--- src/adc_seq_pkg.sv ---
// Shared constants for the converter sequence and trigger control
package adc_seq_pkg;
    // Register byte offsets
    localparam logic [7:0] CTRL_OFFSET = 8'h00;
    localparam logic [7:0] FIRST_SEQ_OFFSET = 8'h08;
    localparam logic [7:0] SECOND_SEQ_OFFSET = 8'h0C;
    localparam logic [7:0] STATUS_OFFSET = 8'h10;
    localparam logic [7:0] MASK_OFFSET = 8'h14;
    localparam logic [7:0] RESULT_BASE_OFFSET = 8'h20;
    localparam logic [7:0] RESULT_LAST_OFFSET = 8'h4C;
    // Control register fields
    localparam int CTRL_DIV_LSB = 0;
    localparam int CTRL_DIV_W = 8;
    localparam int CTRL_LOW_POWER_BIT = 10;
    // Sequence control fields
    localparam int SEQ_MASK_LSB = 0;
    localparam int SEQ_MASK_W = 12;
    localparam int SEQ_EXTRA_LSB = 12;
    localparam int SEQ_EXTRA_W = 3;
    localparam int SEQ_SRC_LSB = 16;
    localparam int SEQ_SRC_W = 4;
    localparam int SEQ_POL_BIT = 20;
    localparam int SEQ_STEP_BIT = 21;
    localparam int SEQ_START_BIT = 26;
    localparam int SEQ_MODE_BIT = 30;
    localparam int SEQ_ENABLE_BIT = 31;
    // Status bits: sequence done events, conversion done and overrun
    localparam int STAT_FIRST_DONE = 0;
    localparam int STAT_SECOND_DONE = 1;
    localparam int STAT_CONV_DONE = 2;
    localparam int STAT_OVERRUN = 3;
    localparam int STAT_W = 4;
    localparam logic [31:0] RESET_VALUE = 32'h0000_0000;
    // Hardware launch source codes
    localparam logic [3:0] SRC_NONE = 4'h0;
    localparam logic [3:0] SRC_PIN0 = 4'h1;
    localparam logic [3:0] SRC_PIN1 = 4'h2;
    localparam logic [3:0] SRC_TIMER = 4'h5;
    localparam logic [3:0] SRC_COMP = 4'h6;
    localparam logic [3:0] SRC_PATTERN = 4'h7;
    localparam logic [3:0] SRC_CORE = 4'h8;
    // Conversion timing in conversion clocks (6.5 sample, 31 total)
    localparam int SAMPLE_HALF_CLOCKS = 13;
    localparam int CONV_CLOCKS = 31;
    localparam int SAR_CLOCKS = CONV_CLOCKS - (SAMPLE_HALF_CLOCKS + 1) / 2;
    localparam int MAX_CONV_CLOCK_MHZ = 15;
    localparam int SYS_CLOCK_MHZ = 200;
    localparam int MIN_DIVISOR = (SYS_CLOCK_MHZ + MAX_CONV_CLOCK_MHZ - 1) / MAX_CONV_CLOCK_MHZ;
    localparam int WAKE_CLOCKS = 2;
    localparam logic [11:0] FULL_SCALE = 12'hFFF;
endpackage

--- src/adc_conv_engine.sv ---
// Conversion timing engine: divided clock, sampling and result capture
module adc_conv_engine #(
    parameter int RES_W = 12
) (
    // Clock and reset
    input wire logic clk_i,
    input wire logic reset_i,
    input wire logic ce_i,
    // Control
    input wire logic [7:0] divisor_i,
    input wire logic [2:0] extra_i,
    input wire logic launch_i,
    // Analog result from the successive-approximation core
    input wire logic [RES_W-1:0] sar_code_i,
    // Status
    output logic busy_o,
    output logic done_o,
    output logic [RES_W-1:0] result_o
);
    logic [7:0] div_cnt_reg, div_cnt_next;
    logic [5:0] clk_cnt_reg, clk_cnt_next;
    logic busy_reg, busy_next;
    logic done_reg, done_next;
    logic [RES_W-1:0] result_reg, result_next;
    logic [5:0] total;
    logic tick;

    // Effective divide never faster than the converter's clock ceiling
    function automatic logic [7:0] eff_div(input logic [7:0] d);
        return (d < 8'(adc_seq_pkg::MIN_DIVISOR - 1)) ? 8'(adc_seq_pkg::MIN_DIVISOR - 1) : d;
    endfunction

    assign tick = (div_cnt_reg == eff_div(divisor_i));
    // Default 31 clocks, lengthened by extra sample clocks
    assign total = 6'(adc_seq_pkg::CONV_CLOCKS) + {3'h0, extra_i};

    always_comb begin
        div_cnt_next = div_cnt_reg;
        clk_cnt_next = clk_cnt_reg;
        busy_next = busy_reg;
        done_next = 1'b0;
        result_next = result_reg;
        if (busy_reg) begin
            div_cnt_next = tick ? 8'h00 : div_cnt_reg + 8'h01;
            if (tick) begin
                clk_cnt_next = clk_cnt_reg + 6'h01;
                if (clk_cnt_next == total) begin
                    busy_next = 1'b0;
                    done_next = 1'b1;
                    // Core output already clamps to 0..full scale
                    result_next = sar_code_i;
                end
            end
        end else if (launch_i) begin
            busy_next = 1'b1;
            div_cnt_next = 8'h00;
            clk_cnt_next = 6'h00;
        end
    end

    always_ff @(posedge clk_i) begin
        if (reset_i) begin
            div_cnt_reg <= 8'h00;
            clk_cnt_reg <= 6'h00;
            busy_reg <= 1'b0;
            done_reg <= 1'b0;
            result_reg <= '0;
        end else if (ce_i) begin
            div_cnt_reg <= div_cnt_next;
            clk_cnt_reg <= clk_cnt_next;
            busy_reg <= busy_next;
            done_reg <= done_next;
            result_reg <= result_next;
        end
    end

    assign busy_o = busy_reg;
    assign done_o = done_reg;
    assign result_o = result_reg;
endmodule

--- src/adc_sequence_trigger_control.sv ---
// Converter sequence and trigger control with Wishbone register port
// How it works
// - Each start write converts while the sequence is enabled.
// - Polarity, enable and start take effect together in one write.
// - Result is unsigned 12-bit, clamped to zero and full scale.
// - Channel mask has one bit per channel.
// - Two sequences, each with its own hardware source field.
// - Source codes 1,2,5,6,7,8 select the six hardware triggers.
// - Per-trigger step converts the next selected channel per trigger edge.
// - Mode one raises the done interrupt only at sequence end.
// - Per-step over four channels interrupts after the fourth conversion.
// - Low-power mode powers down when idle, wakes on any trigger.
// - Four separate interrupt outputs.
// - Divisor zero is raised to a divide by 14, about 14.3 MHz, under 461 thousand samples per second.
// - Each channel's result lands in its own result word.
// - Sequence repeats on each trigger until disabled.
// - Sampling 6.5 clocks, 31 per conversion, plus extra sample clocks.
// - Programmable divider, conversion clock at most 15 MHz.
module adc_sequence_trigger_control #(
    parameter int CHANNELS = 12,
    parameter int RES_W = 12
) (
    // Clock, reset, enable
    input wire logic clk_i,
    input wire logic reset_i,
    input wire logic ce_i,
    // Wishbone slave
    input wire logic wb_cyc_i,
    input wire logic wb_stb_i,
    input wire logic wb_we_i,
    input wire logic [7:0] wb_adr_i,
    input wire logic [3:0] wb_sel_i,
    input wire logic [31:0] wb_dat_i,
    output logic [31:0] wb_dat_o,
    output logic wb_ack_o,
    // Hardware trigger sources
    input wire logic pin_event0_request_i,
    input wire logic pin_event1_request_i,
    input wire logic timer_match3_request_i,
    input wire logic comparator_out_request_i,
    input wire logic pattern_match_request_i,
    input wire logic core_event_request_i,
    // Analog core
    input wire logic [RES_W-1:0] sar_code_i,
    output logic [3:0] channel_select_o,
    output logic converter_power_o,
    // Interrupts
    output logic first_sequence_done_irq_o,
    output logic second_sequence_done_irq_o,
    output logic conversion_done_irq_o,
    output logic overrun_irq_o
);
    typedef enum logic [1:0] {
        ST_IDLE = 2'b00,
        ST_WAKE = 2'b01,
        ST_CONV = 2'b10
    } state_t;

    logic [31:0] ctrl_reg, ctrl_next;
    logic [31:0] seq_reg [2];
    logic [31:0] seq_next [2];
    logic [adc_seq_pkg::STAT_W-1:0] status_reg, status_next;
    logic [adc_seq_pkg::STAT_W-1:0] mask_reg, mask_next;
    logic [RES_W-1:0] result_reg [CHANNELS];
    logic [RES_W-1:0] result_next [CHANNELS];
    logic [CHANNELS-1:0] remain_reg [2];
    logic [CHANNELS-1:0] remain_next [2];
    logic [1:0] pend_reg, pend_next;
    logic active_reg, active_next;
    logic [3:0] chan_reg, chan_next;
    logic [1:0] wake_reg, wake_next;
    logic [1:0] trig_prev_reg, trig_prev_next;
    state_t state_reg, state_next;
    logic ack_reg;
    logic [5:0] sync1_reg, sync2_reg;
    logic [31:0] rd_data;
    logic wr, launch, eng_busy, eng_done;
    logic [1:0] start_wr, trig_level, trig_edge;
    logic [RES_W-1:0] eng_result;
    logic [adc_seq_pkg::STAT_W-1:0] events;

    // Byte-lane merge for a register write
    function automatic logic [31:0] merge(input logic [31:0] old, input logic [31:0] d,
                                          input logic [3:0] sel);
        logic [31:0] r;
        r = old;
        for (int b = 0; b < 4; b++) begin
            if (sel[b]) r[b*8 +: 8] = d[b*8 +: 8];
        end
        return r;
    endfunction

    // Selected source level
    function automatic logic src_level(input logic [3:0] src, input logic [5:0] s);
        case (src)
            adc_seq_pkg::SRC_PIN0: return s[0];
            adc_seq_pkg::SRC_PIN1: return s[1];
            adc_seq_pkg::SRC_TIMER: return s[2];
            adc_seq_pkg::SRC_COMP: return s[3];
            adc_seq_pkg::SRC_PATTERN: return s[4];
            adc_seq_pkg::SRC_CORE: return s[5];
            default: return 1'b0;
        endcase
    endfunction

    // Lowest set channel of a mask
    function automatic logic [3:0] first_chan(input logic [CHANNELS-1:0] m);
        logic [3:0] c;
        c = 4'h0;
        for (int i = CHANNELS - 1; i >= 0; i--) begin
            if (m[i]) c = 4'(i);
        end
        return c;
    endfunction

    // Two-stage synchroniser for the external trigger sources
    always_ff @(posedge clk_i) begin
        if (reset_i) begin
            sync1_reg <= 6'h00;
            sync2_reg <= 6'h00;
        end else if (ce_i) begin
            sync1_reg <= {core_event_request_i, pattern_match_request_i,
                          comparator_out_request_i, timer_match3_request_i,
                          pin_event1_request_i, pin_event0_request_i};
            sync2_reg <= sync1_reg;
        end
    end

    assign wr = wb_cyc_i && wb_stb_i && wb_we_i && !ack_reg;

    // Each sequence decodes its own source and edge
    always_comb begin
        for (int q = 0; q < 2; q++) begin
            // A clear polarity bit inverts the level so a rising edge is always the active one
            trig_level[q] = src_level(seq_reg[q][adc_seq_pkg::SEQ_SRC_LSB +: adc_seq_pkg::SEQ_SRC_W],
                                      sync2_reg) ^ !seq_reg[q][adc_seq_pkg::SEQ_POL_BIT];
            trig_edge[q] = trig_level[q] && !trig_prev_reg[q]
                           && seq_reg[q][adc_seq_pkg::SEQ_ENABLE_BIT];
            start_wr[q] = wr && wb_sel_i[3]
                          && wb_adr_i == (q == 0 ? adc_seq_pkg::FIRST_SEQ_OFFSET
                                                 : adc_seq_pkg::SECOND_SEQ_OFFSET)
                          && wb_dat_i[adc_seq_pkg::SEQ_START_BIT]
                          && wb_dat_i[adc_seq_pkg::SEQ_ENABLE_BIT];
        end
    end

    always_comb begin
        ctrl_next = ctrl_reg;
        seq_next = seq_reg;
        mask_next = mask_reg;
        status_next = status_reg;
        result_next = result_reg;
        remain_next = remain_reg;
        pend_next = pend_reg;
        active_next = active_reg;
        chan_next = chan_reg;
        wake_next = wake_reg;
        state_next = state_reg;
        trig_prev_next = trig_level;
        events = '0;
        launch = 1'b0;
        if (wr) begin
            // Selected byte lanes applied at once to control and sequence words; mask written whole
            case (wb_adr_i)
                adc_seq_pkg::CTRL_OFFSET: ctrl_next = merge(ctrl_reg, wb_dat_i, wb_sel_i);
                adc_seq_pkg::FIRST_SEQ_OFFSET: seq_next[0] = merge(seq_reg[0], wb_dat_i, wb_sel_i);
                adc_seq_pkg::SECOND_SEQ_OFFSET: seq_next[1] = merge(seq_reg[1], wb_dat_i, wb_sel_i);
                adc_seq_pkg::MASK_OFFSET: mask_next = wb_dat_i[adc_seq_pkg::STAT_W-1:0];
                default: ;
            endcase
        end
        for (int q = 0; q < 2; q++) begin
            // Start is self-clearing
            seq_next[q][adc_seq_pkg::SEQ_START_BIT] = 1'b0;
            if (!seq_next[q][adc_seq_pkg::SEQ_ENABLE_BIT]) begin
                pend_next[q] = 1'b0;
            end else if (trig_edge[q] || start_wr[q]) begin
                if (pend_reg[q]) events[adc_seq_pkg::STAT_OVERRUN] = 1'b1;
                pend_next[q] = 1'b1;
            end
        end
        case (state_reg)
            ST_IDLE: begin
                if (pend_reg != 2'b00) begin
                    active_next = !pend_reg[0];
                    // Wake from low power on any trigger
                    wake_next = 2'(adc_seq_pkg::WAKE_CLOCKS);
                    state_next = ctrl_reg[adc_seq_pkg::CTRL_LOW_POWER_BIT] ? ST_WAKE : ST_CONV;
                    if (remain_reg[!pend_reg[0]] == '0) begin
                        remain_next[!pend_reg[0]] =
                            seq_reg[!pend_reg[0]][adc_seq_pkg::SEQ_MASK_LSB +: CHANNELS];
                    end
                end
            end
            ST_WAKE: begin
                wake_next = wake_reg - 2'h1;
                if (wake_reg == 2'h1) state_next = ST_CONV;
            end
            ST_CONV: begin
                if (!eng_busy && !eng_done) begin
                    chan_next = first_chan(remain_reg[active_reg]);
                    launch = remain_reg[active_reg] != '0;
                    if (!launch) begin
                        state_next = ST_IDLE;
                        pend_next[active_reg] = 1'b0;
                    end
                end
                if (eng_done) begin
                    result_next[chan_reg] = eng_result;
                    remain_next[active_reg][chan_reg] = 1'b0;
                    if (!seq_reg[active_reg][adc_seq_pkg::SEQ_MODE_BIT]) begin
                        events[adc_seq_pkg::STAT_CONV_DONE] = 1'b1;
                    end
                    if (remain_next[active_reg] == '0) begin
                        // Whole sequence done
                        if (seq_reg[active_reg][adc_seq_pkg::SEQ_MODE_BIT]) begin
                            events[active_reg] = 1'b1;
                        end
                        pend_next[active_reg] = 1'b0;
                        state_next = ST_IDLE;
                    end else if (seq_reg[active_reg][adc_seq_pkg::SEQ_STEP_BIT]) begin
                        // One channel per trigger edge
                        pend_next[active_reg] = pend_next[active_reg] && pend_reg != pend_next;
                        state_next = ST_IDLE;
                    end
                end
            end
            default: state_next = ST_IDLE;
        endcase
        // Write-one-to-clear; a simultaneous event wins
        if (wr && wb_adr_i == adc_seq_pkg::STATUS_OFFSET) begin
            status_next = status_reg & ~wb_dat_i[adc_seq_pkg::STAT_W-1:0];
        end
        status_next = status_next | events;
    end

    always_ff @(posedge clk_i) begin
        if (reset_i) begin
            ctrl_reg <= adc_seq_pkg::RESET_VALUE;
            seq_reg <= '{default: adc_seq_pkg::RESET_VALUE};
            mask_reg <= '0;
            status_reg <= '0;
            result_reg <= '{default: '0};
            remain_reg <= '{default: '0};
            pend_reg <= 2'b00;
            active_reg <= 1'b0;
            chan_reg <= 4'h0;
            wake_reg <= 2'h0;
            trig_prev_reg <= 2'b00;
            state_reg <= ST_IDLE;
            ack_reg <= 1'b0;
        end else if (ce_i) begin
            ctrl_reg <= ctrl_next;
            seq_reg <= seq_next;
            mask_reg <= mask_next;
            status_reg <= status_next;
            result_reg <= result_next;
            remain_reg <= remain_next;
            pend_reg <= pend_next;
            active_reg <= active_next;
            chan_reg <= chan_next;
            wake_reg <= wake_next;
            trig_prev_reg <= trig_prev_next;
            state_reg <= state_next;
            ack_reg <= wb_cyc_i && wb_stb_i && !ack_reg;
        end
    end

    always_comb begin
        rd_data = 32'h0000_0000;
        case (wb_adr_i)
            adc_seq_pkg::CTRL_OFFSET: rd_data = ctrl_reg;
            adc_seq_pkg::FIRST_SEQ_OFFSET: rd_data = seq_reg[0];
            adc_seq_pkg::SECOND_SEQ_OFFSET: rd_data = seq_reg[1];
            adc_seq_pkg::STATUS_OFFSET: rd_data = 32'(status_reg);
            adc_seq_pkg::MASK_OFFSET: rd_data = 32'(mask_reg);
            default: begin
                if (wb_adr_i >= adc_seq_pkg::RESULT_BASE_OFFSET
                    && wb_adr_i <= adc_seq_pkg::RESULT_LAST_OFFSET && wb_adr_i[1:0] == 2'b00) begin
                    rd_data = 32'(result_reg[4'(wb_adr_i[7:2] - adc_seq_pkg::RESULT_BASE_OFFSET[7:2])]);
                end
            end
        endcase
    end

    // Read data registered so it is stable with ack
    logic [31:0] dat_reg;
    always_ff @(posedge clk_i) begin
        if (reset_i) dat_reg <= 32'h0000_0000;
        else if (ce_i) dat_reg <= rd_data;
    end

    adc_conv_engine #(
        .RES_W(RES_W)
    ) u_engine (
        .clk_i(clk_i),
        .reset_i(reset_i),
        .ce_i(ce_i),
        .divisor_i(ctrl_reg[adc_seq_pkg::CTRL_DIV_LSB +: adc_seq_pkg::CTRL_DIV_W]),
        .extra_i(seq_reg[active_reg][adc_seq_pkg::SEQ_EXTRA_LSB +: adc_seq_pkg::SEQ_EXTRA_W]),
        .launch_i(launch),
        .sar_code_i(sar_code_i),
        .busy_o(eng_busy),
        .done_o(eng_done),
        .result_o(eng_result)
    );

    assign wb_ack_o = ack_reg;
    assign wb_dat_o = dat_reg;
    assign channel_select_o = chan_reg;
    // Powered unless low power is on and the sequencer is idle
    assign converter_power_o = !ctrl_reg[adc_seq_pkg::CTRL_LOW_POWER_BIT] || state_reg != ST_IDLE;
    // Four separate request lines
    assign first_sequence_done_irq_o = status_reg[adc_seq_pkg::STAT_FIRST_DONE]
                                       && mask_reg[adc_seq_pkg::STAT_FIRST_DONE];
    assign second_sequence_done_irq_o = status_reg[adc_seq_pkg::STAT_SECOND_DONE]
                                        && mask_reg[adc_seq_pkg::STAT_SECOND_DONE];
    assign conversion_done_irq_o = status_reg[adc_seq_pkg::STAT_CONV_DONE]
                                   && mask_reg[adc_seq_pkg::STAT_CONV_DONE];
    assign overrun_irq_o = status_reg[adc_seq_pkg::STAT_OVERRUN]
                           && mask_reg[adc_seq_pkg::STAT_OVERRUN];
endmodule

--- config.mk ---
export PLATFORM = sky130hd
export DESIGN_NAME = adc_sequence_trigger_control
export DESIGN_NICKNAME = d
export VERILOG_FILES = /design/src/adc_seq_pkg.sv /design/src/adc_conv_engine.sv /design/src/adc_sequence_trigger_control.sv
export SDC_FILE = /design/constraint.sdc
export NUM_CORES = 1
export LEC_CHECK = 0
export ABC_AREA = 1
export BUFFER_PORTS_ARGS = -buffer_cell sky130_fd_sc_hd__buf_4
export CAP_MARGIN = 20
export CORE_MARGIN = 4
export CORE_UTILIZATION = 40
export DETAILED_ROUTE_END_ITERATION = 8
export PLACE_DENSITY = 0.66
export SYNTH_ARGS = -nofsm -noshare
export SYNTH_HDL_FRONTEND = slang
export SYNTH_SLANG_ARGS = --single-unit
export TNS_END_PERCENT = 20
--- constraint.sdc ---
create_clock -name clk_i -period 2.1 [get_ports clk_i]
set_input_delay 0.21 -clock clk_i [delete_from_list [all_inputs] [get_ports clk_i]]
set_output_delay 0.21 -clock clk_i [all_outputs]
set_load 0.05 [all_outputs]
==> qor.yml <==
critical_path:
  crit_type: "flop to flop"
  r2r_slack_ns: -0.18
  regToRegEndpoint: "pend_reg[1]"
  required_ns: 2.54
  ff2ff_path_depth: 13
  cpLargestDelayFamily: "buffers and inverters"
  cp.buffers_inverters: 5
  crit_path_cell_trace: "clkbuf_16 > o21a_1 > buf_6 > inv_4 > o21ai_2 > nor4_2 > nand3_1 > buf_6 > o31ai_4 > buf_4 > nor2_1 > o21ai_1 > a31oi_1"
  cpMaxStageDelayCell: "dfxtp_4"
  start_kind: "flop"
  crit_path_frequent_cell: "buf_6"
  end_kind: "flop"
  slowest_delay_ns: 0.39
  cp.arrival_ns: 2.72
  crit_fanout: 7
  reg2reg_from: "active_reg"
detailed_routing:
  via_per_inst: 5.53
  num_vias: 16112
  ant_nets: 0
  dr.pass1.iters: 6
  drtIter0Drc: 1530
  post_drt_wl_per_cell_um: 17.8
  wl_mm: 52.0
  drc_errors: 0
outcome:
  status: "finished with violations"
  violations: "setup timing"
timing:
  finalHoldViolCount: 0
  fin_skew_ns: 0.0270
  clock.fmax_mhz: 439
  setup_slack_ns: -0.180
  fin_crit_sh_pct: 109
  rsz0062_at_grt: "true"
  layout_min_cycle_time_ns: 2.28
  worst-slew-pin-transition_ns: 1.14
  final_max_slew_viol_count: 0
  setup_viol: 29
  slew_headroom_pct: 23.8
grt:
  grt_pass1_wl_mm: 81.5
  antenna_found_initial: 1
  grt_pass1_vias: 15160
  grt_overflow: 0
  grt_usage_pct: 23.6
  grt_max_degree: 93
worst_hold_path:
  hp-class: "primary input to flop"
  hold_depth: 3
  min_from: "ce_i"
  whs_endpoint: "wb_dat_o[19]"
logic_synthesis:
  synthFlopType: "dfxtp_1"
  netlist_instances: 2133
  synth-edff-count: 0
  syn_area_per_cell_um2: 7.39
  synthSimpleGateAreaFrac_pct: 15.6
  syn_area_um2: 15800
  muxShareOfSynthArea_pct: 0
  synth-xor-area-share_pct: 0.890
  synth_cell_type_count: 49
  synth-adder-area-share_pct: 0.397
  synth-compound-area-share_pct: 29.5
  ys_seq_area_share_pct: 45.2
  synthArstFlopShare_pct: 0
  synth_warnings: 0
  synth_nets: 2206
  synth_top_family_by_area: "compound AO/OA/AOI/OAI gates"
  synth_seq_cells: 356
clock_network:
  clkLatencyLatePin_ns: 0.56
  root_buffer: "clkbuf_16"
  cts_tree: "yes"
  htreeDepth: 2
  clk_pin_slew_worst_paths_ns: 0.06
  cts_buffer_depth: 3
  cts.sinks: 356
  numCtsBuffers: 40
place:
  port_buffers: 109
  dp_hpwl_mm: 35.3
  gp_congestion: 0.890
  place_ws_ns: -0.276
floorplan:
  start_util_pct: 40.6
  fp.dieW_um: 206
  dieHeight_um: 206
  coreArea_um2: 38800
  dieArea_um2: 42600
  fp-row-count: 72
  pin_count: 110
finish:
  final_layout_size_suffix_gt1_share_pct: 19.5
  final_nets: 2444
  syn2layout_area_growth_pct: 30.6
  nFillCells: 3560
  largest_reg_flops: 144
power_and_ir_drop:
  ir_drop_uv: 560
  leakagePower_nw: 7.79
  design_power_total_w: 0.0153
  p_per_area_nw_per_um2: 743
run:
  maxCapViolations: 0
metrics by stage:
stage / hold WS (ns) / area, um2 / utilization, % / TNS (ns) / instances
finish: 0.0223 / 20600 / 53.0 / -3.25 / 2916
global route: 0.0206 / 20600 / 53.0 / -7.79 / 2915
CTS: 0.00580 / 20000 / 51.6 / -1.90 / 2894
detailed placement: 0.439 / 18200 / 46.8 / -9.52 / 2773
global placement: 0.434 / 18200 / 46.8 / -6.63 / 2773
floorplan: 0.345 / 15900 / - / -0.0196 / 2133
cell families (layout without fill, tap and decap cells):
family / after synthesis / count (layout)
and+or+nand+nor: 565 / 565
buffers and inverters: 340 / 604
AOI/OAI and AO/OA: 851 / 851
xor gates and xnor gates: 16 / 16
DFF: 356 / 356
other: 0 / 1
adders and majority gates: 5 / 5
worst max path at each step:
stage                from                    to  slack (ns)  depth (start not counted)
5_1_grt        active_reg  u_engine.result_o[5]       -0.32                         14
6_report       active_reg           pend_reg[1]       -0.18                         13
2_1_floorplan  active_reg  u_engine.result_o[6]       -0.02                         14
3_3_place_gp   active_reg           pend_reg[1]       -0.20                         11
4_1_cts        active_reg           pend_reg[1]       -0.16                         13
3_5_place_dp   active_reg  u_engine.result_o[1]       -0.28                         14
layout by cell type (no fill, tap or decap), types with 4 or more instances in the layout:
| master | count |
|---|---|
| buf_4 | 254 |
| o2111ai_1 | 4 |
| inv_1 | 176 |
| nor3_1 | 16 |
| nand2_4 | 4 |
| dlygate4sd3_1 | 52 |
| dfxtp_1 | 353 |
| o21ai_2 | 12 |
| o21ai_4 | 4 |
| nor2_2 | 18 |
| nor2_1 | 110 |
| clkbuf_8 | 6 |
| o211ai_1 | 7 |
| a211oi_1 | 8 |
| nand2_2 | 7 |
| nand2_1 | 285 |
| or2_1 | 4 |
| clkbuf_16 | 44 |
| buf_6 | 5 |
| clkinv_2 | 10 |
| clkbuf_1 | 5 |
| o21ai_1 | 17 |
| a22oi_1 | 18 |
| a21oi_1 | 331 |
| nand3_2 | 6 |
| nor2_4 | 15 |
| a211oi_2 | 11 |
| o21a_1 | 24 |
| inv_4 | 5 |
| xor2_1 | 11 |
| nand3_1 | 71 |
| o21ai_0 | 309 |
| nand4_1 | 10 |
| xnor2_1 | 5 |
| a31oi_1 | 19 |
| o221ai_1 | 13 |
| o22ai_1 | 64 |
| inv_2 | 14 |
| buf_12 | 24 |
worst min-delay path: cells and delay by family:
kind / cells / cell delay (ns)
compound gates: 1 / 0.05
buf+inv: 1 / 0.18
simple gates: 1 / 0.08
layout make-up:
class / count / area [um2] / area share [%]
repair buffers: 339 / 3060 / 14.9
diodes: 1 / 2.50 / 0.0122
multi-input cells: 1437 / 7670 / 37.3
clock inverters: 17 / 195 / 0.949
flip-flops and latches: 356 / 7130 / 34.7
clock buffers: 51 / 1100 / 5.36
well taps: 518 / 648 / 3.15
inverters: 197 / 757 / 3.68
cell usage after synthesis (2+ instances only):
library cell / count / area, um2
nor2_4: 3 / 33.8
clkbuf_1: 103 / 387
nand3_1: 74 / 370
o21a_1: 24 / 180
nand2_1: 295 / 1110
buf_1: 10 / 37.5
inv_1: 184 / 691
nor2_2: 16 / 100
ha_1: 5 / 62.6
nor3_4: 2 / 32.5
a21oi_1: 331 / 1660
a31oi_1: 19 / 119
o2111ai_1: 4 / 35.0
inv_2: 12 / 45.0
or2_1: 4 / 25.0
or2_2: 2 / 12.5
buf_6: 2 / 22.5
dfxtp_1: 356 / 7130
xor2_1: 11 / 96.3
a22oi_1: 18 / 135
a211oi_1: 19 / 143
xnor2_1: 5 / 43.8
o21ai_0: 325 / 1630
buf_2: 27 / 135
nor4_1: 4 / 25.0
o221ai_1: 13 / 114
o21ai_1: 14 / 70.1
nand4_1: 10 / 62.6
o211ai_1: 7 / 52.6
a221oi_1: 3 / 26.3
o22ai_1: 65 / 407
o21ai_2: 3 / 26.3
nor2_1: 124 / 465
nand3b_1: 3 / 22.5
nand3_2: 4 / 40.0
nor3_1: 19 / 95.1
layer usage:
layer  vias to the layer above  global-route usage, %  wire, um
met4                         0                   8.15      1650
li1                       7792                      -         -
met2                       559                   37.7     24400
met3                        98                   3.26      2910
met1                      7663                   32.6     23100
met5                         -                      0         0
what timing repair did:
item,CTS,global route
hold buffers,52,0
resized for setup,17,87
cloned,0,5
pin swaps,3,25
hold endpoints to repair,103,0
setup endpoints to repair,57,129
buffers inserted,1,16
power breakdown:
part | switching [W] | total [W] | internal (W) | leakage [nW]
sequential | 0.0000447 | 0.00685 | 0.00681 | 2.87
combinational | 0.000872 | 0.00150 | 0.000630 | 4.27
clock | 0.00292 | 0.00692 | 0.00400 | 0.641
total | 0.00384 | 0.0153 | 0.0114 | 7.79
Power figures use the tool's default switching activity.
